$ cat src/upd_params.svh
// Purpose: Constants of the USB/PS2 detect and line control block.
// Assumes: 125 MHz system clock; register bus with 8-bit byte address.
// Notes:   Times are kept in their own unit; cycle counts derive from them.
`ifndef UPD_PARAMS_SVH
`define UPD_PARAMS_SVH

// Clock rate and documented times.
`define UPD_CLK_KHZ        125000
`define UPD_T_POWER_MS     350
`define UPD_T_PS2_SEL_MS   1
`define UPD_T_PS2_HALF_US  40

// Cycle counts derived from the times above.
`define UPD_POWER_CYC  (`UPD_T_POWER_MS * `UPD_CLK_KHZ)
`define UPD_SEL_CYC    (`UPD_T_PS2_SEL_MS * `UPD_CLK_KHZ)
`define UPD_HALF_CYC   ((`UPD_T_PS2_HALF_US * `UPD_CLK_KHZ) / 1000)

// Frame layout: start, eight data bits, odd parity, stop.
`define UPD_FRAME_BITS 4'hb
`define UPD_DATA_BITS  8

// Register byte addresses.
`define UPD_ADDR_CTRL   8'h00
`define UPD_ADDR_TXDATA 8'h04
`define UPD_ADDR_RXDATA 8'h08
`define UPD_ADDR_STATUS 8'h0c
`define UPD_ADDR_IRQST  8'h10
`define UPD_ADDR_IRQMSK 8'h14

// Interrupt status bit positions.
`define UPD_EV_DFALL  0
`define UPD_EV_TXDONE 1
`define UPD_EV_RXDONE 2
`define UPD_EV_ABORT  3
`define UPD_EV_MODE   4

// Reset values.
`define UPD_MASK_RST  5'h00
`define UPD_CTRL_RST  1'b0

`endif

$ cat src/upd_pkg.sv
// Purpose: Types of the USB/PS2 detect and line control block.
// Assumes: Constants come from upd_params.svh.
// Notes:   The whole module state is one packed struct.
package upd_pkg;

  // Block state, one-hot.
  typedef enum logic [5:0] {
    ST_POWER_WAIT = 6'h01,
    ST_DETECT     = 6'h02,
    ST_USB        = 6'h04,
    ST_PS2_IDLE   = 6'h08,
    ST_PS2_TX     = 6'h10,
    ST_PS2_RX     = 6'h20
  } upd_state_e;

  typedef struct packed {
    upd_state_e  fsm;
    logic [25:0] cnt;
    logic        ph;
    logic [3:0]  bitn;
    logic [10:0] shf;
    logic        dp_s1;
    logic        dp_s2;
    logic        dp_q;
    logic        dm_s1;
    logic        dm_s2;
    logic        dm_q;
    logic        irq_en;
    logic        tx_req;
    logic [7:0]  tx_byte;
    logic [7:0]  rx_data;
    logic        rx_err;
    logic [4:0]  stat;
    logic [4:0]  mask;
    logic [31:0] rdata;
    logic        irq;
    logic        ck_dir;
    logic        dt_dir;
    logic        usb_on;
    logic        ps2_on;
  } upd_regs_s;

endpackage

$ cat src/upd_line_ctrl.sv
// Purpose: Decides USB or PS2 use of the shared pin pair and runs PS2 lines.
// Assumes: Pins are sampled by sys_clk; the USB engine flags SETUP tokens.
// Notes:   Open-drain pins are driven low only; high comes from pull-ups.
//
// The plain strobed port and the address map were decided locally.
`timescale 1ns/10ps
`include "upd_params.svh"

// Operation
// - After reset wait 350 ms before enabling the USB engine and pull-up.
// - While undetermined the pins act as USB data with 1.5K pull-up on D-.
// - A positive data line high for 1 ms without a break selects PS2.
// - A valid SETUP token during detection selects USB.
// - Once decided, exactly one mode runs and it never changes.
// - The USB positive and negative pins are the PS2 clock and data.
// - In PS2 mode both pins are open-drain with 5K pull-ups enabled.
// - A PS2 frame is start, eight data, odd parity and stop bits.
// - The device makes the PS2 clock, about 80 us per period.
// - A line is released high by direction input with pull-up on.
// - A line is driven low by direction output with value zero.
// - In PS2 mode output values stay zero and pull-ups stay one.
// - With its enable set, a data line falling edge raises interrupt.
// - A clock line found low after release aborts the transfer.
module upd_line_ctrl
  import upd_pkg::*;
#(
  parameter int POWER_CYC = `UPD_POWER_CYC,
  parameter int SEL_CYC   = `UPD_SEL_CYC,
  parameter int HALF_CYC  = `UPD_HALF_CYC
) (
  input  wire logic        sys_clk,
  input  wire logic        reset_n,
  input  wire logic        clk_en,
  input  wire logic [7:0]  addr,
  input  wire logic [31:0] wdata,
  input  wire logic        wr,
  input  wire logic        rd,
  output logic      [31:0] rdata,
  input  wire logic        setup_token_valid,
  input  wire logic        shared_clock_pin_in,
  output logic             shared_clock_pin_out,
  output logic             shared_clock_pin_oe_n,
  input  wire logic        shared_data_pin_in,
  output logic             shared_data_pin_out,
  output logic             shared_data_pin_oe_n,
  output logic             clock_pin_pullup_enable,
  output logic             data_pin_pullup_enable,
  output logic             usb_pullup_enable,
  output logic             usb_engine_enable,
  output logic             mode_usb,
  output logic             mode_ps2,
  output logic             keyboard_pin_interrupt
);

  localparam logic [25:0] POWER_LAST = 26'(POWER_CYC - 1);
  localparam logic [25:0] SEL_LAST   = 26'(SEL_CYC - 1);
  localparam logic [25:0] HALF_LAST  = 26'(HALF_CYC - 1);

  upd_regs_s r_reg;
  upd_regs_s r_next;

  // Next-state logic; every update is frozen while the clock enable is low.
  always_comb begin
    logic       dm_fall;
    logic       half_end;
    logic [4:0] ev;
    logic [4:0] clr;
    dm_fall  = r_reg.dm_q & ~r_reg.dm_s2;
    half_end = (r_reg.cnt == HALF_LAST);
    ev       = 5'h00;
    clr      = 5'h00;
    r_next   = r_reg;
    if (clk_en) begin
      // Two flip-flops per pin, then a third stage for edge finding.
      r_next.dp_s1 = shared_clock_pin_in;
      r_next.dp_s2 = r_reg.dp_s1;
      r_next.dp_q  = r_reg.dp_s2;
      r_next.dm_s1 = shared_data_pin_in;
      r_next.dm_s2 = r_reg.dm_s1;
      r_next.dm_q  = r_reg.dm_s2;
      r_next.cnt   = r_reg.cnt + 26'h1;
      case (r_reg.fsm)
        ST_POWER_WAIT: begin
          if (r_reg.cnt == POWER_LAST) begin
            r_next.fsm = ST_DETECT;
            r_next.cnt = 26'h0;
          end
        end
        ST_DETECT: begin
          // Bit stuffing keeps a USB host from holding D+ high this long.
          if (!r_reg.dp_s2) begin
            r_next.cnt = 26'h0;
          end
          if (setup_token_valid) begin
            r_next.fsm   = ST_USB;
            ev[`UPD_EV_MODE] = 1'b1;
          end else if (r_reg.dp_s2 && r_reg.cnt == SEL_LAST) begin
            r_next.fsm   = ST_PS2_IDLE;
            ev[`UPD_EV_MODE] = 1'b1;
          end
        end
        ST_USB: begin
          r_next.cnt = 26'h0;
        end
        ST_PS2_IDLE: begin
          r_next.cnt    = 26'h0;
          r_next.ck_dir = 1'b0;
          r_next.dt_dir = 1'b0;
          if (dm_fall && r_reg.dp_s2) begin
            // Host start bit: clock the frame in, first half clock low.
            r_next.fsm    = ST_PS2_RX;
            r_next.ph     = 1'b1;
            r_next.bitn   = 4'h0;
            r_next.ck_dir = 1'b1;
          end else if (r_reg.tx_req && r_reg.dp_s2 && r_reg.dm_s2) begin
            // Load stop, parity, data and start, sent from bit 0 up.
            r_next.fsm    = ST_PS2_TX;
            r_next.shf    = {1'b1, ~^r_reg.tx_byte, r_reg.tx_byte, 1'b0};
            r_next.dt_dir = 1'b1;
            r_next.ph     = 1'b0;
            r_next.bitn   = 4'h0;
            r_next.tx_req = 1'b0;
          end
        end
        ST_PS2_TX: begin
          if (half_end) begin
            r_next.cnt = 26'h0;
            if (!r_reg.ph) begin
              if (!r_reg.dp_s2) begin
                r_next.fsm    = ST_PS2_IDLE;
                r_next.dt_dir = 1'b0;
                ev[`UPD_EV_ABORT] = 1'b1;
              end else begin
                r_next.ph     = 1'b1;
                r_next.ck_dir = 1'b1;
              end
            end else begin
              r_next.ph     = 1'b0;
              r_next.ck_dir = 1'b0;
              r_next.shf    = {1'b0, r_reg.shf[10:1]};
              r_next.bitn   = r_reg.bitn + 4'h1;
              r_next.dt_dir = ~r_reg.shf[1];
              if (r_reg.bitn == `UPD_FRAME_BITS - 4'h1) begin
                r_next.fsm    = ST_PS2_IDLE;
                r_next.dt_dir = 1'b0;
                ev[`UPD_EV_TXDONE] = 1'b1;
              end
            end
          end
        end
        ST_PS2_RX: begin
          if (half_end) begin
            r_next.cnt = 26'h0;
            if (r_reg.ph) begin
              r_next.ph     = 1'b0;
              r_next.ck_dir = 1'b0;
              if (r_reg.bitn == 4'ha) begin
                // Acknowledge pulse done: release both lines.
                r_next.fsm     = ST_PS2_IDLE;
                r_next.dt_dir  = 1'b0;
                r_next.rx_data = r_reg.shf[8:1];
                r_next.rx_err  = ~r_reg.shf[10] | ~(^r_reg.shf[9:1]);
                ev[`UPD_EV_RXDONE] = 1'b1;
              end
            end else if (!r_reg.dp_s2) begin
              r_next.fsm    = ST_PS2_IDLE;
              r_next.dt_dir = 1'b0;
              ev[`UPD_EV_ABORT] = 1'b1;
            end else begin
              // Sample while clock is high, then pull it low again.
              r_next.shf    = {r_reg.dm_s2, r_reg.shf[10:1]};
              r_next.bitn   = r_reg.bitn + 4'h1;
              r_next.ph     = 1'b1;
              r_next.ck_dir = 1'b1;
              if (r_reg.bitn == 4'h9) begin
                r_next.dt_dir = 1'b1;
              end
            end
          end
        end
        default: begin
          r_next.fsm = ST_POWER_WAIT;
        end
      endcase
      // Enables are decoded ahead of the register so each output is a flop.
      r_next.usb_on = r_next.fsm[1] | r_next.fsm[2];
      r_next.ps2_on = r_next.fsm[3] | r_next.fsm[4] | r_next.fsm[5];
      // Data line falling edge, armed by the enable bit.
      if (r_reg.irq_en && dm_fall && r_reg.fsm[3] | r_reg.fsm[4] |
          r_reg.fsm[5]) begin
        ev[`UPD_EV_DFALL] = 1'b1;
      end
      // Register writes; a transmit byte is taken only when none is pending.
      if (wr) begin
        case (addr)
          `UPD_ADDR_CTRL:   r_next.irq_en = wdata[0];
          `UPD_ADDR_TXDATA: begin
            if (!r_reg.tx_req) begin
              r_next.tx_req  = 1'b1;
              r_next.tx_byte = wdata[7:0];
            end
          end
          `UPD_ADDR_IRQST:  clr = wdata[4:0];
          `UPD_ADDR_IRQMSK: r_next.mask = wdata[4:0];
          default:          r_next.irq_en = r_reg.irq_en;
        endcase
      end
      // Read data stand for one cycle only; unmapped reads return zero.
      r_next.rdata = 32'h0;
      if (rd) begin
        case (addr)
          `UPD_ADDR_CTRL:   r_next.rdata = {31'h0, r_reg.irq_en};
          `UPD_ADDR_TXDATA: r_next.rdata = {23'h0, r_reg.tx_req,
                                            r_reg.tx_byte};
          `UPD_ADDR_RXDATA: r_next.rdata = {23'h0, r_reg.rx_err,
                                            r_reg.rx_data};
          `UPD_ADDR_STATUS: r_next.rdata = {26'h0, r_reg.fsm};
          `UPD_ADDR_IRQST:  r_next.rdata = {27'h0, r_reg.stat};
          `UPD_ADDR_IRQMSK: r_next.rdata = {27'h0, r_reg.mask};
          default:          r_next.rdata = 32'h0;
        endcase
      end
      // A new event beats a clear in the same cycle.
      r_next.stat = (r_reg.stat & ~clr) | ev;
      r_next.irq  = |(r_next.stat & r_next.mask);
    end
  end

  // State register.
  always_ff @(posedge sys_clk or negedge reset_n) begin
    if (!reset_n) begin
      r_reg        <= '0;
      r_reg.fsm    <= ST_POWER_WAIT;
      r_reg.dp_s1  <= 1'b1;
      r_reg.dp_s2  <= 1'b1;
      r_reg.dp_q   <= 1'b1;
      r_reg.dm_s1  <= 1'b1;
      r_reg.dm_s2  <= 1'b1;
      r_reg.dm_q   <= 1'b1;
      r_reg.mask   <= `UPD_MASK_RST;
      r_reg.irq_en <= `UPD_CTRL_RST;
    end else begin
      r_reg <= r_next;
    end
  end

  // Outputs are flip-flop bits; the two open-drain pin values are tied low.
  assign rdata                   = r_reg.rdata;
  assign mode_usb                = r_reg.fsm[2];
  assign mode_ps2                = r_reg.ps2_on;
  assign usb_engine_enable       = r_reg.usb_on;
  assign usb_pullup_enable       = r_reg.usb_on;
  assign clock_pin_pullup_enable = r_reg.ps2_on;
  assign data_pin_pullup_enable  = r_reg.ps2_on;
  // The D+ pin is the PS2 clock and D- the PS2 data line.
  assign shared_clock_pin_out    = 1'b0;
  assign shared_data_pin_out     = 1'b0;
  assign shared_clock_pin_oe_n   = ~r_reg.ck_dir;
  assign shared_data_pin_oe_n    = ~r_reg.dt_dir;
  assign keyboard_pin_interrupt  = r_reg.irq;

  // Checks on the mode decision and line control.
  property p_power_wait;
    @(posedge sys_clk) disable iff (!reset_n)
    r_reg.fsm == ST_POWER_WAIT |-> !usb_engine_enable && !usb_pullup_enable;
  endproperty
  a_power_wait: assert property (p_power_wait)
    else $error("USB enabled during power-up wait");

  property p_usb_pick;
    @(posedge sys_clk) disable iff (!reset_n)
    r_reg.fsm == ST_DETECT && clk_en && setup_token_valid |=> mode_usb;
  endproperty
  a_usb_pick: assert property (p_usb_pick)
    else $error("SETUP token did not select USB");

  property p_ps2_pick;
    @(posedge sys_clk) disable iff (!reset_n)
    $rose(mode_ps2) |-> $past(r_reg.dp_s2) && $past(r_reg.cnt) == SEL_LAST;
  endproperty
  a_ps2_pick: assert property (p_ps2_pick)
    else $error("PS2 chosen without a full high interval");

  property p_commit;
    @(posedge sys_clk) disable iff (!reset_n)
    (mode_usb |=> mode_usb) and (mode_ps2 |=> mode_ps2);
  endproperty
  a_commit: assert property (p_commit)
    else $error("Mode changed after decision");

  property p_ps2_lines;
    @(posedge sys_clk) disable iff (!reset_n)
    mode_ps2 |-> clock_pin_pullup_enable && data_pin_pullup_enable &&
                 !usb_pullup_enable && !shared_clock_pin_out;
  endproperty
  a_ps2_lines: assert property (p_ps2_lines)
    else $error("PS2 pin setup wrong");

  property p_irq_edge;
    @(posedge sys_clk) disable iff (!reset_n)
    clk_en && mode_ps2 && r_reg.irq_en && r_reg.dm_q && !r_reg.dm_s2
      |=> r_reg.stat[`UPD_EV_DFALL];
  endproperty
  a_irq_edge: assert property (p_irq_edge)
    else $error("Data falling edge not flagged");

  property p_tx_abort;
    @(posedge sys_clk) disable iff (!reset_n)
    clk_en && r_reg.fsm == ST_PS2_TX && !r_reg.ph && r_reg.cnt == HALF_LAST &&
      !r_reg.dp_s2 |=> r_reg.fsm == ST_PS2_IDLE && shared_data_pin_oe_n;
  endproperty
  a_tx_abort: assert property (p_tx_abort)
    else $error("Held clock did not abort transmit");

  property p_tx_parity;
    @(posedge sys_clk) disable iff (!reset_n)
    r_reg.fsm == ST_PS2_IDLE ##1 r_reg.fsm == ST_PS2_TX
      |-> (^r_reg.shf[9:1]) && !r_reg.shf[0] && r_reg.shf[10];
  endproperty
  a_tx_parity: assert property (p_tx_parity)
    else $error("Transmit frame parity or framing wrong");

  property p_frame_len;
    @(posedge sys_clk) disable iff (!reset_n)
    r_reg.fsm == ST_PS2_TX |-> r_reg.bitn < `UPD_FRAME_BITS;
  endproperty
  a_frame_len: assert property (p_frame_len)
    else $error("Transmit frame too long");

endmodule

$ cat config.mk
export PLATFORM = sky130hd
export DESIGN_NAME = upd_line_ctrl
export DESIGN_NICKNAME = d
export VERILOG_FILES = /design/src/upd_pkg.sv /design/src/upd_line_ctrl.sv
export VERILOG_INCLUDE_DIRS = /design/src
export SDC_FILE = /design/constraint.sdc
export NUM_CORES = 1
export LEC_CHECK = 0
export ABC_AREA = 1
export BUFFER_PORTS_ARGS = -buffer_cell sky130_fd_sc_hd__buf_2
export CORE_MARGIN = 2
export CORE_UTILIZATION = 53
export CTS_CLUSTER_SIZE = 10
export DETAILED_ROUTE_END_ITERATION = 6
export PLACE_DENSITY = 0.77
export SLEW_MARGIN = 20
export SYNTH_ARGS = -nofsm -noshare
export SYNTH_HDL_FRONTEND = slang
export SYNTH_SLANG_ARGS = --single-unit
$ cat constraint.sdc
create_clock -name sys_clk -period 2.2 [get_ports sys_clk]
set_input_delay 0.22 -clock sys_clk [delete_from_list [all_inputs] [get_ports sys_clk]]
set_output_delay 0.22 -clock sys_clk [all_outputs]
set_load 0.02 [all_outputs]
[Word-level counts from Yosys, hierarchy flattened]
Cells that the tools add are included.
Storage, ports and cells
  flip-flop bits (word level): 119
  input port bits: 48
  output and inout port bits: 43
  logic and storage cells: 169
Cells by class
  add/subtract/negate cells: 2
  equality and inequality tests: 33
  multiplexer cells: 71
  bitwise gates (word level): 18
  reductions and logical operators: 21
Operators by type and width (count)
  $pmux 26 s5: 1
  $mux 48: 2
  $pmux 9 s6: 1
  $mux 6: 8
  $pmux 16 s3: 1
  $mux 9: 4
  $pmux 6 s6: 1
  $mux 5: 7
  $mux 1: 32
  $mux 16: 2
  $mux 32: 1
  $mux 15: 2
  $add 26x1->26 const B: 1
  $eq 26x13->1 const B: 1
  $eq 26x17->1 const B: 1
  $eq 26x26->1 const B: 1
  $mux 26: 1
  $ne 3x3->1 const B: 6
  $eq 8x4->1 const B: 2
  $eq 8x5->1 const B: 2
  $ne 2x2->1 const B: 8
  $reduce_and 7->1: 2
  $ne 4x4->1 const B: 3
  $mux 11: 1
  30 further kinds: 54

[Longest topological paths before layout]
Gate-level depths: netlist of the first run.
  depth after elaboration: 9
  depth in mapped cells: 13
  depth with buffers taken out: 13

[Least setup slack after synthesis of the first run]
Ideal clock, no wire load.
  kind: reg2reg
  from: register r_reg[88] in the netlist's numbering
  to: register r_reg[103] in the netlist's numbering
  setup time: 128 ps
  data arrival time: 1648 ps
  required time: 2072 ps
  path slack: 424 ps
  cell stages (with the launch flop): 12
  buffers on the path: 1
  period minus slack after synthesis: 1776 ps
  path through: dfrtp_1 ha_1 nand2_1 nor3_2 nand2_1 nor2_8 inv_1 nand2_1 nand2_2 nor2_2 buf_4 nor3_1
Between the ends
  longest elaborated chain between the ends: 3
  elaborated cells on any way between the ends: 8
  those cells by class: 1 x add/sub; 2 x eq/ne; 5 x mux
Ends and longest elaborated chain
  start: declaration: RTL line upd_line_ctrl.sv:59  | upd_regs_s r_reg;
  start signal: assignment: RTL line upd_line_ctrl.sv:243  | r_reg <= r_next;
  $add 26x1->26, or another cell as far along: RTL line upd_line_ctrl.sv:81  | r_next.cnt = r_reg.cnt + 26'h1;
  $mux 48, or another cell as far along: RTL line upd_line_ctrl.sv:152  | if (half_end) begin
  $pmux 26 s5 (*): RTL line upd_line_ctrl.sv:82  | case (r_reg.fsm)
Mark *: on every way between the ends. The rest lies on a longest branch, timed or not. The select of a mux whose other input is x is not followed.
A chain may end at the register's enable or synchronous reset.

[Final worst setup path of the first run]
  from: register r_reg[88] in the netlist's numbering
  to: register r_reg[102] in the netlist's numbering
Same word-level chain as after synthesis.

==> flow_summary_export.csv, run 1 <==
group,metric,value,unit
status,status,"finished, final reports clean",
timing,skew,0.01310,ns
timing,max_freq,491.8,MHz
worst_hold_path,min_path_type,"input pin to register",
clocking,clockBufferDepth,2,
setup_path,worst_ep_arrival_time,2.30,ns
timing,timing.setup.tns,0,ns
timing,period_minus_slack,2.033,ns
drt,vias,5425,
clocking,path_clk_slew,0.10,ns
setup_path,end_kind,"register",
worst_hold_path,holdPathStages,3,
finish,layout_common_cells,"198 x nand2_1, 100 x inv_1, 98 x nor2_1, 89 x dfrtp_1, 68 x o21ai_0",
yosys,yosysWarnings,0,
power,power,4831,uW
setup_path,r2r-end,"r_reg[102]",
worst_hold_path,hold_start,"shared_data_pin_in",
yosys,netlist_area,5922,um^2
clocking,cts_root_buf,"clkbuf_8",
global_route,grt_pass1_wl,23910,um
setup_path,worst_r2r_path_depth,10,
finish,nets,928,
clocking,clk_latency,0.38,ns
global_route,grt_overflow,0,
global_route,grt_start_max_net_pins,42,
timing,setup_viol,0,
power,ir_worst_vdd,0.3890,mV
power,combinationalPowerShare,30.0,%
power,p_sw_share,36.58,%
flow_run,cap_violations,0,
drt,routed_wl,14620,um
drt,drtAntennaViolNets,0,
place,hpwlAfterDp,11230,um
power,p_leak,0.003206,uW
setup_path,r2r_start,"r_reg[88]",
yosys,syn_inst,824,
setup_path,worstPathRequired,2.47,ns
global_route,first_global_vias,4855,
floorplan,initial_utilization,54.39,%
place,port_buffers,41,
setup_path,crit_path_start,"r_reg[88]",
floorplan,pin_count,91,
yosys,yosysSeqAreaShare,40.27,%
setup_path,path_max_fanout,4,
timing,worst_pin_slew,0.5680,ns
power,p_int,3064,uW
drt,drt-initial-drc-count,594,
finish,final_common_cell,"nand2_1",
global_route,gr-usage-all-layers,25.68,%
place,gp_congestion,0.9741,
drt,route.detailed.drc,0,
drt,vias_per_cell,5.313,
floorplan,die_area,12040,um^2
drt,wl_per_cell,14.32,um
clocking,cts_tree,"done",
floorplan,die_h,109.7,um
timing,finalCritPeriodShare,92.42,%
drt,firstDrtPassIters,6,
timing,hold_violations,0,
power,seq_power_share,44.9,%
timing,slew-limit-headroom,61.73,%
worst_hold_path,hold_end,"r_reg[68]",
power,powerDensity,740.6,nW/um^2
global_route,antenna_found_initial,0,
finish,drive_gt1_share,13.96,%
yosys,synth_seq_cells,95,
setup_path,critPathKind,"register to register",
floorplan,rows,38,
floorplan,core,10890,um^2
power,p_switching,1767,uW
finish,diodes,0,
timing,rsz0062_at_grt,"no",
finish,largest_reg_flops,82,
clocking,htree_levels,3,
clocking,cts_sinks,95,
yosys,ys_types,42,
power,power_frac_clock,25.2,%
floorplan,die_w,109.7,um
clocking,cts_inserted_buffers,9,
setup_path,worstSetupStartpointType,"register",
timing,maxSlewViolCount,0,
finish,syn_to_final_growth,10.16,%
yosys,avgSynthCellArea,7.187,um^2
setup_path,r2r_slack,0.17,ns
-- kinds of logic after synthesis --
group                      synth area share, %
and+or+nand+nor                          30.30
buffers and inverters                    13.04
AOI/OAI and AO/OA                        11.49
DFF                                      40.27
xor gates and xnor gates                 3.993
adders and majority gates               0.8452
other                                  0.06332
-- power by group through the flow --
stage	Combinational (uW)	Clock, uW	Sequential, uW
after floorplan	1100	0	2160
after global placement	1390	0	2190
after detailed placement	1420	0	2200
after CTS	1430	1230	2170
after global routing	1670	1310	2200
final	1450	1220	2170
-- stage by stage --
step / util (%) / instance area (um^2) / cells / hold WS (ns) / setup slack [ns]
floorplan: - / 6012 / 848 / -0.07559 / 0.4236
global placement: 57.72 / 6285 / 1003 / 0.2464 / 0.2466
detailed placement: 57.72 / 6285 / 1003 / 0.2483 / 0.2322
CTS: 59.71 / 6501 / 1020 / 0.03566 / 0.1981
global route: 59.92 / 6524 / 1021 / 0.03120 / 0.02282
finish: 59.92 / 6524 / 1021 / 0.03404 / 0.1668
-- Yosys cell counts (all sizes together) --
| cell | instances | area, um^2 |
|---|---|---|
| a22oi | 1 | 7.510 |
| o21ai | 82 | 414.2 |
| nand3 | 40 | 205.2 |
| ha | 4 | 50.05 |
| nor4 | 4 | 31.28 |
| nand2 | 202 | 768.2 |
| nor2 | 108 | 460.5 |
| o31ai | 3 | 22.52 |
| o22ai | 9 | 56.30 |
| a211oi | 1 | 7.510 |
| o21a | 1 | 7.510 |
| xnor2 | 14 | 122.6 |
| nor3 | 30 | 165.2 |
| a31oi | 1 | 6.260 |
| a22o | 3 | 26.28 |
| and3 | 1 | 6.260 |
| inv | 109 | 409.1 |
| o211ai | 3 | 22.52 |
| or2 | 2 | 12.51 |
| conb | 1 | 3.750 |
| a21oi | 22 | 110.1 |
| clkbuf | 9 | 33.78 |
| buf | 44 | 329.1 |
| xor2 | 13 | 113.9 |
| nand4 | 21 | 137.6 |
| dfstp | 6 | 157.7 |
| nand3b | 1 | 7.510 |
| dfrtp | 89 | 2227 |
-- routing by layer --
metal / vias up / track usage (%) / part of all wire (%)
met3: 23 / 4.979 / 7.2
met5: - / 0 / 0
li1: 2697 / - / -
met4: 0 / 7.595 / 1.8
met1: 2489 / 40.74 / 49
met2: 216 / 34.92 / 42
-- how the worst max path moves through the flow --
stage                 endpoint  slack, ns  depth (start not counted)
CTS                  r_reg[82]       0.20                         11
finish              r_reg[102]       0.17                         10
global route         r_reg[85]       0.02                         10
floorplan           r_reg[103]       0.42                         11
global placement      r_reg[2]       0.25                         12
detailed placement   r_reg[82]       0.23                         11
-- area by class of cell --
class,instances,area (um^2)
Fill cell,1018,4364
Clock inverter,6,68.82
Timing Repair Buffer,70,490.5
Clock buffer,10,137.6
Tap cell,140,175.2
Multi-Input combinational cell,591,2858
Sequential cell,95,2385
Inverter,109,409.1
-- what timing repair did --
| action | CTS | global route |
|---|---|---|
| resized for setup | 0 | 1 |
| hold endpoints to repair | 39 | 0 |
| hold buffers | 1 | 0 |
| setup endpoints to repair | 0 | 2 |
| buffers inserted | 0 | 1 |
-- critical path, stage by stage (launching register included) --
cell	delay, ns
dfrtp_1	0.39
ha_1	0.18
nand2_1	0.09
buf_4	0.16
nor3_2	0.30
nand2_1	0.17
nor3_2	0.23
nand2_1	0.08
nor2_1	0.12
xnor2_1	0.14
nor2_1	0.06
No activity file was read; power rests on OpenSTA's default activity.
==> run 2, diff against run 1 <==
--- a/config.mk
+++ b/config.mk
@@ -8,11 +8,12 @@
 export LEC_CHECK = 0
 export ABC_AREA = 1
 export BUFFER_PORTS_ARGS = -buffer_cell sky130_fd_sc_hd__buf_2
+export CAP_MARGIN = 20
 export CORE_MARGIN = 2
-export CORE_UTILIZATION = 53
+export CORE_UTILIZATION = 40
 export CTS_CLUSTER_SIZE = 10
 export DETAILED_ROUTE_END_ITERATION = 6
-export PLACE_DENSITY = 0.77
+export PLACE_DENSITY = 0.62
 export SLEW_MARGIN = 20
 export SYNTH_ARGS = -nofsm -noshare
 export SYNTH_HDL_FRONTEND = slang
==> flow_summary_export.csv, run 2 (same netlist as run 1, synthesis figures left out) <==
group,metric,value,unit
place,hpwlAfterDp,11520,um
place,placed_area,6327,um^2
global_route,grt_start_max_net_pins,53,
drt,wl_per_cell,14.27,um
clocking,path_clk_slew,0.07,ns
floorplan,rows,44,
drt,firstDrtPassIters,6,
timing,rsz0062_at_grt,"no",
drt,wl_met1,7774,um
drt,route.detailed.drc,0,
place,gp_congestion,0.9122,
timing,skew,0.01160,ns
drt,routed-wl-met3,855,um
setup_path,worst_ep_arrival_time,2.22,ns
clocking,cts_inserted_buffers,9,
setup_path,end_kind,"register",
power,powerDensity,776.0,nW/um^2
timing,period_minus_slack,1.980,ns
setup_path,worstPathRequired,2.44,ns
floorplan,die_area,15790,um^2
timing,max_freq,505.1,MHz
finish,fin_area,6669,um^2
timing,finalCritPeriodShare,89.98,%
finish,final_common_cell,"nand2_1",
floorplan,die_h,125.7,um
clocking,clk_latency,0.36,ns
finish,drive_gt1_share,14.30,%
global_route,grt_pass1_wl,25230,um
timing,hold_violations,0,
setup_path,r2r_slack,0.22,ns
finish,syn_to_final_growth,12.61,%
global_route,first_global_vias,4881,
global_route,antenna_found_initial,0,
floorplan,initial_utilization,40.90,%
flow_run,cap_violations,0,
worst_hold_path,min_path_type,"input pin to register",
global_route,gr-usage-all-layers,19.89,%
floorplan,core,14480,um^2
clocking,cts_tree,"done",
setup_path,path_max_fanout,4,
power,p_leak,0.003235,uW
global_route,grt_overflow,0,
floorplan,die_w,125.7,um
power,ir_worst_vdd,0.4442,mV
timing,hold_slack,0.05938,ns
finish,n_fill_cell,1498,
timing,setup_ws,0.2204,ns
drt,met2_length,6321,um
setup_path,slowest_stage,"dfrtp_1",
drt,vias,5294,
finish,diodes,0,
place,place_ws,0.1996,ns
timing,setup_viol,0,
drt,top_layer,"met4",
clocking,clockBufferDepth,2,
place,port_buffers,41,
setup_path,path_common_cell,"nand2_1",
setup_path,cpPeakStageDelay,0.38,ns
setup_path,worstSetupStartpointType,"register",
clocking,cts_sinks,95,
drt,routed_wl,15190,um
clocking,cts_root_buf,"clkbuf_16",
finish,layout_common_cells,"197 x nand2_1, 100 x inv_1, 97 x nor2_1, 89 x dfrtp_1, 68 x o21ai_0",
drt,drtAntennaViolNets,0,
clocking,htree_levels,3,
power,power,5175,uW
drt,drt-initial-drc-count,503,
timing,slew-limit-headroom,62.44,%
setup_path,critPathKind,"register to register",
drt,vias_per_cell,4.971,
setup_path,path_cells,"ha_1, nand2_1, buf_4, nor3_2, nand2_1, nor3_2, nand2_1, nor2_1, xnor2_1, nor2_1",
timing,worst_pin_slew,0.5576,ns
status,status,"finished, final reports clean",
floorplan,pin_count,91,
finish,nets,928,
finish,largest_reg_flops,82,
timing,maxSlewViolCount,0,
timing,timing.setup.tns,0,ns
[run 2: changes by cell type in the layout (fill, tap and decap cells not counted), sizes merged]
cell,before,now
bufinv,1,0
clkinv,3,1
clkbuf,10,11
clkinvlp,1,2
inv,110,111
[run 2: power breakdown]
group | internal, uW | total, uW | switching, uW
registers | 1980 | 2170 | 186
clock network | 835 | 1540 | 704
logic | 524 | 1470 | 947
[run 2: worst paths after layout]
path                            cells after the start    endpoint                 from
max in group asynchronous                           3   r_reg[67]              reset_n
worst min register to register                      2   r_reg[68]            r_reg[68]
worst min-delay path                                3   r_reg[71]  shared_clock_pin_in
min in group asynchronous                           2   r_reg[95]              reset_n
worst max-delay path                               10  r_reg[102]            r_reg[88]
worst max register to register                     10  r_reg[102]            r_reg[88]
[run 2: worst max-delay path, delay by kind of cell (launching register included)]
family | cells | cell delay, ns
xor+xnor | 1 | 0.13
buf+inv | 1 | 0.16
simple gates | 7 | 1.02
flops | 1 | 0.38
fa+ha+maj | 1 | 0.19
[run 2: final cells by class]
| cell class | count | area [um^2] | share of cell area [%] |
|---|---|---|---|
| inverter | 109 | 409.1 | 6.135 |
| clock inverter | 5 | 37.54 | 0.5629 |
| tap | 184 | 230.2 | 3.452 |
| multi-input combinational | 591 | 2877 | 43.13 |
| clock buffer | 11 | 252.7 | 3.790 |
| sequential | 95 | 2385 | 35.76 |
| timing repair buffer | 70 | 478.0 | 7.167 |
[run 2: what timing repair did]
| item | CTS | global route |
|---|---|---|
| hold buffers | 1 | 0 |
| endpoints found under the hold margin | 29 | 0 |
| setup endpoints to repair | 0 | 9 |
| buffers inserted | 0 | 1 |
| resized for setup | 0 | 5 |
[run 2: layer usage]
metal / up-vias / track usage [%]
li1: 2698 / -
met5: - / 0
met3: 13 / 2.634
met4: 0 / 6.471
met1: 2422 / 31.05
met2: 161 / 28.33
[run 2: stage by stage]
| stage | utilization, % | std cells |
|---|---|---|
| global route | 46.06 | 1065 |
| detailed placement | 43.70 | 1047 |
| finish | 46.06 | 1065 |
| global placement | 43.70 | 1047 |
| floorplan | - | 848 |
| CTS | 45.77 | 1064 |
==> run 3, diff against run 2 <==
--- a/config.mk
+++ b/config.mk
@@ -9,6 +9,7 @@
 export ABC_AREA = 1
 export BUFFER_PORTS_ARGS = -buffer_cell sky130_fd_sc_hd__buf_2
 export CAP_MARGIN = 20
+export CORE_ASPECT_RATIO = 0.8
 export CORE_MARGIN = 2
 export CORE_UTILIZATION = 40
 export CTS_CLUSTER_SIZE = 10
==> flow_summary_export.csv, run 3 (same netlist as run 1, synthesis figures left out) <==
group,metric,value,unit
timing,finalCritPeriodShare,91.73,%
finish,register_area,2385,um^2
flow_run,cap_violations,0,
timing,max_freq,495.5,MHz
drt,route.detailed.drc,6,
setup_path,path_cells,"ha_1, nand2_2, nor3_4, nand2_2, nor2_8, nor2_2, nor2_1, nand3_1, nor2_1, a21oi_1",
clocking,clk_latency,0.35,ns
finish,largest_reg_flops,82,
timing,setup_viol,0,
finish,multi_input_area,2872,um^2
drt,drtAntennaViolNets,0,
clocking,path_clk_slew,0.07,ns
setup_path,worstSetupStartpointType,"register",
finish,drive_gt1_share,13.99,%
finish,diodes,0,
setup_path,cpPeakStageDelay,0.37,ns
clocking,htree_levels,3,
setup_path,crit_buf_inv,0,
drt,drt-initial-drc-count,542,
global_route,grt_start_max_net_pins,45,
setup_path,worst-path-stages,10,
global_route,grt_pass1_wl,25370,um
place,hpwlAfterDp,11720,um
setup_path,r2r_slack,0.18,ns
clocking,postCtsSetupBuffers,0,
setup_path,cpLargestDelayFamily,"simple AND/OR/NAND/NOR gates",
worst_hold_path,min_path_type,"input pin to register",
timing,worst_pin_slew,0.6201,ns
setup_path,end_kind,"register",
setup_path,r2r-end,"r_reg[85]",
finish,nets,926,
timing,hold_violations,0,
setup_path,path_max_fanout,8,
timing,slew-limit-headroom,58.48,%
global_route,gr-usage-all-layers,20.43,%
power,powerDensity,815.8,nW/um^2
global_route,antenna_found_initial,0,
drt,firstDrtPassIters,7,
floorplan,die_w,140.0,um
drt,wl_per_cell,14.52,um
floorplan,die_area,15800,um^2
setup_path,r2r_start,"r_reg[88]",
timing,rsz0062_at_grt,"no",
setup_path,slowest_stage,"dfrtp_1",
clocking,cts_sinks,95,
setup_path,worst_r2r_path_depth,10,
finish,layout_common_cells,"196 x nand2_1, 100 x inv_1, 97 x nor2_1, 89 x dfrtp_1, 68 x o21ai_0",
status,status,"finished with violations",
worst_hold_path,hold_end,"r_reg[68]",
floorplan,core,14400,um^2
power,p_leak,0.003240,uW
floorplan,die_h,112.8,um
place,gp_congestion,0.9317,
timing,period_minus_slack,2.018,ns
timing,timing.setup.tns,0,ns
timing,skew,0.009748,ns
drt,routed_wl,15430,um
setup_path,worstPathRequired,2.42,ns
clocking,cts_inserted_buffers,9,
status,violations,"design-rule violations",
finish,syn_to_final_growth,12.82,%
setup_path,worst_ep_arrival_time,2.24,ns
drt,vias,5350,
timing,hold_slack,0.07353,ns
global_route,first_global_vias,4743,
floorplan,initial_utilization,41.14,%
worst_hold_path,holdPathStages,3,
place,port_buffers,41,
worst_hold_path,hold_start,"shared_data_pin_in",
drt,vias_per_cell,5.033,
clocking,clockBufferDepth,2,
global_route,grt_overflow,0,
floorplan,rows,39,
floorplan,pin_count,91,
finish,n_fill_cell,1449,
power,ir_worst_vdd,0.3238,mV
finish,final_common_cell,"nand2_1",
clocking,cts_root_buf,"clkbuf_16",
clocking,cts_tree,"done",
setup_path,critPathKind,"register to register",
timing,maxSlewViolCount,0,
## run 3: cell count changes in the layout (fill, tap and decap cells not counted), sizes merged
cell,before,now
bufinv,0,3
clkinv,1,0
buf,69,67
inv,111,109
## run 3: per-layer routing
metal,vias up,track usage [%],part of all wire (%)
li1,2682,-,-
met1,2437,33.10,52
met2,212,26.34,38
met4,0,5.253,1.4
met5,-,0,0
met3,19,5.248,7.8
## run 3: area by class of cell
| class | count | share of cell area [%] |
|---|---|---|
| tap | 184 | 3.446 |
| timing repair buffer | 68 | 6.554 |
| sequential | 95 | 35.69 |
| clock inverter | 5 | 1.573 |
| clock buffer | 11 | 3.633 |
| multi-input combinational | 591 | 42.98 |
| inverter | 109 | 6.124 |
## run 3: power breakdown
group / internal [uW] / switching [uW]
clock network: 1140 / 671
registers: 1980 / 175
logic: 505 / 978
total: 3630 / 1820
## run 3: metrics by stage
stage	power, uW	util [%]	std cells	cell area [um^2]	setup WS, ns
floorplan	3263	-	848	6012	0.4236
CTS	5488	46.30	1063	6665	0.08824
global route	5819	46.41	1063	6681	0.01098
global placement	3624	43.82	1046	6307	0.1371
detailed placement	3642	43.82	1046	6307	0.1055
finish	5450	46.41	1063	6681	0.1820
## run 3: tightest hold or removal path, cell delays in order
cell and delay [ns]:
buf_2 0.10, nand2_1 0.05, nand2_1 0.05
## run 3: repair_timing
| item | in CTS | in global routing |
|---|---|---|
| hold endpoints to repair | 38 | 0 |
| setup endpoints to repair | 0 | 35 |
| hold buffers | 1 | 0 |
| resized for setup | 0 | 5 |
## run 3: worst max path at each step
| stage | slack (ns) | start | to |
|---|---|---|---|
| after floorplan | 0.42 | r_reg[88] | r_reg[103] |
| after global placement | 0.14 | r_reg[88] | r_reg[2] |
| after detailed placement | 0.11 | r_reg[88] | r_reg[85] |
| after CTS | 0.09 | r_reg[88] | r_reg[2] |
| after global routing | 0.01 | r_reg[99] | r_reg[90] |
| final | 0.18 | r_reg[88] | r_reg[85] |
